File: src/pkg/ssc_pkg.sv
// Constants and types for the sequencer step configuration register block
package ssc_pkg;
	localparam int unsigned ADDR_W = 12;
	localparam int unsigned DATA_W = 32;
	localparam int unsigned CFG_W  = 16;
	localparam int unsigned IDX_W  = 10;

	// Register indices; byte address is four times the index
	localparam logic [IDX_W-1:0] STEP_TEN_INDEX     = 10'h009a;
	localparam logic [IDX_W-1:0] STEP_ELEVEN_INDEX  = 10'h009b;
	localparam logic [IDX_W-1:0] ROUTE_STATUS_INDEX = 10'h00a0;

	localparam logic [CFG_W-1:0] STEP_TEN_RESET    = 16'h000a;
	localparam logic [CFG_W-1:0] STEP_ELEVEN_RESET = 16'h000b;
	localparam logic [CFG_W-1:0] WRITABLE_MASK     = 16'he01f;

	// Step configuration fields
	localparam int unsigned ENABLE_BIT = 15;
	localparam int unsigned GAIN_HI    = 14;
	localparam int unsigned GAIN_LO    = 13;
	localparam int unsigned NEG_BIT    = 4;
	localparam int unsigned POS_HI     = 3;
	localparam int unsigned POS_LO     = 0;

	// Positive-select codes
	localparam logic [3:0] POS_LAST_EXTERNAL  = 4'h7;
	localparam logic [3:0] POS_TEMP_SENSOR    = 4'h8;
	localparam logic [3:0] POS_GROUND_SHORT   = 4'h9;
	localparam logic [3:0] POS_TEST_DAC       = 4'ha;
	localparam logic [3:0] POS_ANALOG_SUPPLY  = 4'he;
	localparam logic [3:0] POS_DIGITAL_SUPPLY = 4'hf;
	localparam int unsigned SUPPLY_DIVIDER    = 103;

	// Gain codes and resulting factors
	localparam logic [1:0] GAIN_CODE_ONE = 2'h0;
	localparam logic [1:0] GAIN_CODE_TWO = 2'h1;
	localparam logic [2:0] GAIN_ONE      = 3'h1;
	localparam logic [2:0] GAIN_TWO      = 3'h2;
	localparam logic [2:0] GAIN_FOUR     = 3'h4;

	// Route status register fields
	localparam int unsigned ST_ENABLE_BIT = 0;
	localparam int unsigned ST_GAIN_LO    = 1;
	localparam int unsigned ST_SOURCE_LO  = 4;
	localparam int unsigned ST_NEG_LO     = 7;
	localparam int unsigned ST_EXT_LO     = 9;

	localparam logic [1:0] RESP_OKAY   = 2'h0;
	localparam logic [1:0] RESP_SLVERR = 2'h2;

	typedef enum logic [2:0] {
		SRC_EXTERNAL       = 3'b000,
		SRC_TEMP_SENSOR    = 3'b001,
		SRC_GROUND_SHORT   = 3'b010,
		SRC_TEST_DAC       = 3'b011,
		SRC_ANALOG_SUPPLY  = 3'b100,
		SRC_DIGITAL_SUPPLY = 3'b101,
		SRC_OTHER_INTERNAL = 3'b110
	} ssc_source_type;

	typedef enum logic [1:0] {
		NEG_ANALOG_GROUND = 2'b00,
		NEG_INPUT_SEVEN   = 2'b01,
		NEG_AUTOMATIC     = 2'b10
	} ssc_negative_type;
endpackage

File: src/rtl/ssc_route_decode.sv
// Registered decode of one step configuration into converter routing
`timescale 1ns/100ps
`default_nettype none
module ssc_route_decode
	import ssc_pkg::*;
(
	input  wire logic             clk,
	input  wire logic             rst_n,
	input  wire logic             ce,
	input  wire logic [CFG_W-1:0] cfg,
	output logic                  route_enable,
	output logic [2:0]            gain_factor,
	output ssc_source_type        source,
	output logic [2:0]            external_index,
	output ssc_negative_type      negative
);
	wire logic [3:0]       pos_code;
	wire logic [1:0]       gain_code;
	wire logic             is_external;
	wire logic [2:0]       gain_next;
	wire ssc_source_type   source_next;
	wire ssc_negative_type negative_next;

	assign pos_code    = cfg[POS_HI:POS_LO];
	assign gain_code   = cfg[GAIN_HI:GAIN_LO];
	assign is_external = (pos_code <= POS_LAST_EXTERNAL);
	assign gain_next = (gain_code == GAIN_CODE_ONE) ? GAIN_ONE :
	                   (gain_code == GAIN_CODE_TWO) ? GAIN_TWO : GAIN_FOUR;
	// Codes 1011b..1101b are other internal sources, also with automatic negative input
	assign source_next = is_external                      ? SRC_EXTERNAL :
	                     (pos_code == POS_TEMP_SENSOR)    ? SRC_TEMP_SENSOR :
	                     (pos_code == POS_GROUND_SHORT)   ? SRC_GROUND_SHORT :
	                     (pos_code == POS_TEST_DAC)       ? SRC_TEST_DAC :
	                     (pos_code == POS_ANALOG_SUPPLY)  ? SRC_ANALOG_SUPPLY :
	                     (pos_code == POS_DIGITAL_SUPPLY) ? SRC_DIGITAL_SUPPLY :
	                     SRC_OTHER_INTERNAL;
	// Negative-select bit only counts for external inputs
	assign negative_next = !is_external  ? NEG_AUTOMATIC :
	                       cfg[NEG_BIT]  ? NEG_INPUT_SEVEN : NEG_ANALOG_GROUND;

	always_ff @(posedge clk or negedge rst_n) begin
		if (!rst_n) begin
			route_enable   <= 1'b0;
			gain_factor    <= GAIN_ONE;
			source         <= SRC_EXTERNAL;
			external_index <= 3'h0;
			negative       <= NEG_ANALOG_GROUND;
		end else if (ce) begin
			route_enable   <= cfg[ENABLE_BIT];
			gain_factor    <= gain_next;
			source         <= source_next;
			external_index <= pos_code[2:0];
			negative       <= negative_next;
		end
	end
endmodule
`default_nettype wire

File: src/rtl/ssc_step_config.sv
// AXI4-Lite register bank holding the step ten and eleven configurations
//
// Notes on behaviour
// - bit 15 enables sequence step ten
// - gain codes 00=1, 01=2, 10/11=4
// - bit 4 picks ground or input seven
// - codes 0000b-0111b pick external inputs zero-seven
// - 1000b temp, 1001b ground short, 1010b DAC
// - 1110b/1111b route supplies divided by 103
// - internal sources ignore the negative-select bit
//
// The AXI4-Lite register port is this design's own decision.
`timescale 1ns/100ps
`default_nettype none
module ssc_step_config
	import ssc_pkg::*;
(
	input  wire logic              clk,
	input  wire logic              rstn,
	input  wire logic              ce,
	input  wire logic [ADDR_W-1:0] s_axi_awaddr,
	input  wire logic [2:0]        s_axi_awprot,
	input  wire logic              s_axi_awvalid,
	output logic                   s_axi_awready,
	input  wire logic [DATA_W-1:0] s_axi_wdata,
	input  wire logic [3:0]        s_axi_wstrb,
	input  wire logic              s_axi_wvalid,
	output logic                   s_axi_wready,
	output logic [1:0]             s_axi_bresp,
	output logic                   s_axi_bvalid,
	input  wire logic              s_axi_bready,
	input  wire logic [ADDR_W-1:0] s_axi_araddr,
	input  wire logic [2:0]        s_axi_arprot,
	input  wire logic              s_axi_arvalid,
	output logic                   s_axi_arready,
	output logic [DATA_W-1:0]      s_axi_rdata,
	output logic [1:0]             s_axi_rresp,
	output logic                   s_axi_rvalid,
	input  wire logic              s_axi_rready,
	output logic                   step_ten_enable,
	output logic [2:0]             step_ten_gain_factor,
	output ssc_source_type         step_ten_positive_source,
	output logic [2:0]             step_ten_external_index,
	output ssc_negative_type       step_ten_negative_route
);
	function automatic logic [IDX_W-1:0] reg_index(input logic [ADDR_W-1:0] addr);
		reg_index = addr[ADDR_W-1:2];
	endfunction

	// Byte-lane merge; reserved bits are forced to zero
	function automatic logic [CFG_W-1:0] merge_write(
		input logic [CFG_W-1:0]  old_val,
		input logic [DATA_W-1:0] wdata,
		input logic [3:0]        wstrb
	);
		logic [CFG_W-1:0] merged;
		merged[7:0]  = wstrb[0] ? wdata[7:0] : old_val[7:0];
		merged[15:8] = wstrb[1] ? wdata[15:8] : old_val[15:8];
		merge_write  = merged & WRITABLE_MASK;
	endfunction

	// Release is retimed so every flop leaves reset on the same edge
	logic rst_meta_reg;
	logic rst_sync_reg;
	always_ff @(posedge clk or negedge rstn) begin
		if (!rstn) begin
			rst_meta_reg <= 1'b0;
			rst_sync_reg <= 1'b0;
		end else begin
			rst_meta_reg <= 1'b1;
			rst_sync_reg <= rst_meta_reg;
		end
	end

	logic [CFG_W-1:0]  step_ten_reg;
	logic [CFG_W-1:0]  step_eleven_reg;
	logic              aw_held_reg;
	logic [IDX_W-1:0]  aw_index_reg;
	logic              w_held_reg;
	logic [DATA_W-1:0] wdata_reg;
	logic [3:0]        wstrb_reg;
	logic              awready_reg;
	logic              wready_reg;
	logic              bvalid_reg;
	logic [1:0]        bresp_reg;
	logic              arready_reg;
	logic              rvalid_reg;
	logic [DATA_W-1:0] rdata_reg;
	logic [1:0]        rresp_reg;

	wire logic              aw_take;
	wire logic              w_take;
	wire logic              ar_take;
	wire logic              do_write;
	wire logic              wr_step_ten;
	wire logic              wr_step_eleven;
	wire logic              wr_ok;
	wire logic [IDX_W-1:0]  ar_index;
	wire logic              rd_hit;
	wire logic [DATA_W-1:0] rd_data;
	wire logic [DATA_W-1:0] status_word;
	wire logic              b_take;
	wire logic              r_take;
	wire logic [1:0]        bresp_next;
	wire logic [1:0]        rresp_next;

	assign aw_take        = s_axi_awvalid && awready_reg;
	assign w_take         = s_axi_wvalid && wready_reg;
	assign ar_take        = s_axi_arvalid && arready_reg;
	assign do_write       = aw_held_reg && w_held_reg && !bvalid_reg;
	assign wr_step_ten    = (aw_index_reg == STEP_TEN_INDEX);
	assign wr_step_eleven = (aw_index_reg == STEP_ELEVEN_INDEX);
	assign wr_ok          = wr_step_ten || wr_step_eleven;
	assign ar_index       = reg_index(s_axi_araddr);
	assign rd_hit         = (ar_index == STEP_TEN_INDEX) || (ar_index == STEP_ELEVEN_INDEX) ||
	                        (ar_index == ROUTE_STATUS_INDEX);

	assign b_take     = bvalid_reg && s_axi_bready;
	assign r_take     = rvalid_reg && s_axi_rready;
	assign bresp_next = wr_ok ? RESP_OKAY : RESP_SLVERR;
	assign rresp_next = rd_hit ? RESP_OKAY : RESP_SLVERR;

	// Status shows the routing that the decoder is currently applying
	assign status_word = DATA_W'({step_ten_external_index, step_ten_negative_route,
	                              step_ten_positive_source, step_ten_gain_factor, step_ten_enable});
	// Upper bits read zero; reserved bits are never stored
	assign rd_data = (ar_index == STEP_TEN_INDEX)    ? DATA_W'(step_ten_reg) :
	                 (ar_index == STEP_ELEVEN_INDEX) ? DATA_W'(step_eleven_reg) :
	                 (ar_index == ROUTE_STATUS_INDEX) ? status_word : '0;

	// Write channel: address and data may arrive in either order
	// Ready stays low until the response is taken, so a held address is never overwritten
	always_ff @(posedge clk or negedge rst_sync_reg) begin
		if (!rst_sync_reg) begin
			aw_held_reg  <= 1'b0;
			aw_index_reg <= '0;
			w_held_reg   <= 1'b0;
			wdata_reg    <= '0;
			wstrb_reg    <= 4'h0;
			awready_reg  <= 1'b1;
			wready_reg   <= 1'b1;
			bvalid_reg   <= 1'b0;
			bresp_reg    <= RESP_OKAY;
		end else if (ce) begin
			if (aw_take) begin
				aw_held_reg  <= 1'b1;
				aw_index_reg <= reg_index(s_axi_awaddr);
				awready_reg  <= 1'b0;
			end
			if (w_take) begin
				w_held_reg <= 1'b1;
				wdata_reg  <= s_axi_wdata;
				wstrb_reg  <= s_axi_wstrb;
				wready_reg <= 1'b0;
			end
			if (do_write) begin
				aw_held_reg <= 1'b0;
				w_held_reg  <= 1'b0;
				bvalid_reg  <= 1'b1;
				bresp_reg   <= bresp_next;
			end
			if (b_take) begin
				bvalid_reg  <= 1'b0;
				awready_reg <= 1'b1;
				wready_reg  <= 1'b1;
			end
		end
	end

	always_ff @(posedge clk or negedge rst_sync_reg) begin
		if (!rst_sync_reg) begin
			step_ten_reg    <= STEP_TEN_RESET;
			step_eleven_reg <= STEP_ELEVEN_RESET;
		end else if (ce && do_write) begin
			if (wr_step_ten) begin
				step_ten_reg <= merge_write(step_ten_reg, wdata_reg, wstrb_reg);
			end
			if (wr_step_eleven) begin
				step_eleven_reg <= merge_write(step_eleven_reg, wdata_reg, wstrb_reg);
			end
		end
	end

	// Read channel: one read outstanding, answered the cycle after acceptance
	// Data are captured at acceptance, so a later write cannot change an answer in flight
	always_ff @(posedge clk or negedge rst_sync_reg) begin
		if (!rst_sync_reg) begin
			arready_reg <= 1'b1;
			rvalid_reg  <= 1'b0;
			rdata_reg   <= '0;
			rresp_reg   <= RESP_OKAY;
		end else if (ce) begin
			if (ar_take) begin
				arready_reg <= 1'b0;
				rvalid_reg  <= 1'b1;
				rdata_reg   <= rd_data;
				rresp_reg   <= rresp_next;
			end else if (r_take) begin
				rvalid_reg  <= 1'b0;
				arready_reg <= 1'b1;
			end
		end
	end

	assign s_axi_awready = awready_reg;
	assign s_axi_wready  = wready_reg;
	assign s_axi_bvalid  = bvalid_reg;
	assign s_axi_bresp   = bresp_reg;
	assign s_axi_arready = arready_reg;
	assign s_axi_rvalid  = rvalid_reg;
	assign s_axi_rdata   = rdata_reg;
	assign s_axi_rresp   = rresp_reg;

	ssc_route_decode u_route (
		.clk            (clk),
		.rst_n          (rst_sync_reg),
		.ce             (ce),
		.cfg            (step_ten_reg),
		.route_enable   (step_ten_enable),
		.gain_factor    (step_ten_gain_factor),
		.source         (step_ten_positive_source),
		.external_index (step_ten_external_index),
		.negative       (step_ten_negative_route)
	);
endmodule
`default_nettype wire

File: config.mk
export PLATFORM = sky130hd
export DESIGN_NAME = ssc_step_config
export DESIGN_NICKNAME = d
export VERILOG_FILES = /design/src/pkg/ssc_pkg.sv /design/src/rtl/ssc_route_decode.sv /design/src/rtl/ssc_step_config.sv
export SDC_FILE = /design/constraint.sdc
export NUM_CORES = 1
export LEC_CHECK = 0
export ABC_AREA = 0
export BUFFER_PORTS_ARGS = -buffer_cell sky130_fd_sc_hd__buf_4
export CAP_MARGIN = 20
export CORE_ASPECT_RATIO = 1.1
export CORE_UTILIZATION = 44
export CTS_CLUSTER_SIZE = 10
export DETAILED_ROUTE_END_ITERATION = 16
export PLACE_DENSITY = 0.76
export SKIP_LAST_GASP = 1
export SYNTH_ARGS = -nofsm -noshare
export SYNTH_HDL_FRONTEND = slang
export SYNTH_HIERARCHICAL = 1
export SYNTH_SLANG_ARGS = --single-unit
export TNS_END_PERCENT = 1
File: constraint.sdc
create_clock -name clk -period 2.2 [get_ports clk]
set_input_delay 0.11 -clock clk [delete_from_list [all_inputs] [get_ports clk]]
set_output_delay 0.11 -clock clk [all_outputs]
set_load 0.03 [all_outputs]
==> qor.yml <==
syn_inst: 266
synth_edf_count: 0
grt_pass1_vias: 2290
path_class: "reg -> reg"
fmax_ghz: 0.5283
crit_start: "aw_index_reg[0]$_DFFE_PN0P_"
clk_latency_ns: 0.34
avgSynthCellArea_um2: 12.61
setup_tns_ns: 0
portBuffers: 71
synthDistinctLibCells: 45
seqPwrFrac: 0.487
synth_top_cell_by_area: "dfrtp_1"
reg2reg_to: "step_ten_reg[0]$_DFFE_PN0P_"
fin_crit_sh: 0.8604
drt_first_pass_iters: 4
worstSetupEndpointType: "flop"
seq_area_mm2: 0.001864
place_area_mm2: 0.003902
dp.final_hpwl_um: 4591
yosys_warnings: 6
cts_tree: "built"
core_mm2: 0.007432
yosysTopAreaCellShare: 0.4851
synthTopCellsByCount: "65 x dfrtp_1, 38 x mux2_2, 30 x nand2_1, 19 x buf_4, 10 x o21ai_0"
ys_seq_area_frac: 0.5556
drt_iter0_markers: 160
crit_arrival_ns: 2.11
ys_ff_latch: 74
dieArea_mm2: 0.007975
wire_per_inst_um: 14.44
grt_pass1_wl_um: 10810
drt_wl_total_um: 6555
cts_sinks: 74
r2r_start: "aw_index_reg[0]$_DFFE_PN0P_"
grt_max_degree: 73
mappedNetlistArea_mm2: 0.003353
hold_viol_final: 0
root_buffer: "clkbuf_8"
layout.nets: 436
nFillCells: 609
period_needed_ns: 1.893
synth_area_leaders: "dfrtp_1 49%, mux2_2 13%, dfstp_2 7.1%, buf_4 4.3%, nand2_1 3.4%"
cts_made_buffers: 9
p_clk_frac: 0.335
die_h_um: 93.56
yosysMostFrequentCell: "dfrtp_1"
grt_usage: 0.1781
r2r_setup_slack_ns: 0.31
h-tree-depth: 3
rows: 33
start_util: 0.4512
synthToLayoutAreaGrowth_pct: 29.33
clk_path_buf_depth: 2
setup_viol: 0
remaining_drc_errors: 0
avgViaCountPerCell: 5.110
power.internal_mw: 2.709
pin_count: 127
gr-total-overflow: 0
status: "complete, no violations"
multi_input_area_mm2: 0.001316
required_ns: 2.42
cp-endpoint: "step_ten_reg[0]$_DFFE_PN0P_"
antenna_found_initial: 0
final_util: 0.5835
tightest_slew_ns: 0.6163
largest_reg_flops: 15
clock_skew_ns: 0.005398
clkSlewWorstSetupHoldPaths_ns: 0.07
drive_gt1_frac: 0.4142
r2r_cells: 3
rsz0062_at_grt: "false"
drv_slew: 0
p_sw_uw: 950.0
dpl_worst_slack_ns: 0.3192
routabilityCongestion: 0.7622
vias: 2320
fin_area_mm2: 0.004337
p_leak_nw: 2.055
antenna_cells: 0
postSynth.asyncResetShare: 1.000
finalNonFillerCells: 454
whs_ns: 0.01846
p_sw_frac: 0.2596
slew-limit-headroom: 0.5834
setup_ws_ns: 0.3071
die_x_um: 85.24
dp_cells: 418
hp-class: "in -> reg"
crit_fanout: 5
startpoint_type: "flop"
cts_setup_buffers: 0
drv_cap: 0
total_power_mw: 3.659
p_comb_frac: 0.177
vdd_drop_max_v: 0.0005342
synth_flop_cell: "dfrtp_1"
power.density_mw_per_mm2: 843.7
cts_resized: 0
ant_nets: 0
[worst max-delay path, cell delays in order, from the launching register on]
cell     delay [ns]
dfrtp_1        0.42
or4b_1         0.53
or4_4          0.50
mux2_4         0.33
[routing by layer]
metal	share of wire	track usage
met1	0.41	0.2020
met2	0.53	0.3179
met3	0.047	0.04060
met4	0.014	0.08192
met5	0	0
[worst min path at each step]
stage / startpoint / to / cells past startpoint
global placement: rstn / rst_meta_reg$_DFF_PN0_ / 1
detailed placement: rstn / rst_meta_reg$_DFF_PN0_ / 1
CTS: s_axi_wdata[14] / wdata_reg[14]$_DFFE_PN0P_ / 2
finish: s_axi_wdata[14] / wdata_reg[14]$_DFFE_PN0P_ / 2
global route: s_axi_wdata[14] / wdata_reg[14]$_DFFE_PN0P_ / 2
floorplan: rstn / rst_meta_reg$_DFF_PN0_ / 0
[cells in the final DEF (no fill, tap or decap), types with 2 or more instances in the layout]
master / instances
nor4_2: 2
nand2b_1: 5
clkbuf_1: 2
inv_1: 8
bufinv_16: 3
nor3_1: 6
nor2_1: 2
or4b_1: 2
dlygate4sd3_1: 20
a32o_1: 2
buf_4: 75
mux2_2: 38
dfrtp_1: 64
mux2i_1: 4
nand4b_1: 3
a32oi_1: 5
a21boi_0: 2
nand2_1: 30
o31ai_1: 8
nand3_1: 4
conb_1: 20
o21ai_0: 10
dfstp_2: 9
mux2_4: 5
nand3b_1: 4
clkbuf_8: 9
a21oi_1: 3
[power groups by stage]
stage	sequential, mW	combinational (mW)	clock (mW)
finish	1.78	0.649	1.23
global route	1.82	0.706	1.33
CTS	1.79	0.658	1.26
detailed placement	1.81	0.630	0
global placement	1.78	0.608	0
floorplan	1.83	0.419	0
[logic make-up after synthesis]
| kind of cell | count (synthesis) | share of synthesized area |
|---|---|---|
| other | 2 | 0.002240 |
| DFF | 74 | 0.5556 |
| AOI/OAI and AO/OA | 35 | 0.07426 |
| muxes | 47 | 0.1619 |
| buffers and inverters | 37 | 0.07201 |
| and+or+nand+nor | 71 | 0.1340 |
[cell type report]
type	count	share of cell area
Clock buffer	11	0.03029
Timing Repair Buffer	96	0.1806
Multi-Input combinational cell	173	0.3035
Tap cell	87	0.02510
Inverter	8	0.006924
Sequential cell	74	0.4299
Clock inverter	5	0.02366
[repair_timing]
item | 4_1_cts | 5_1_grt
hold buffers | 20 | 0
setup endpoints to repair | 0 | 0
hold endpoints to repair | 21 | 0
(Power assumes the default switching activity.)
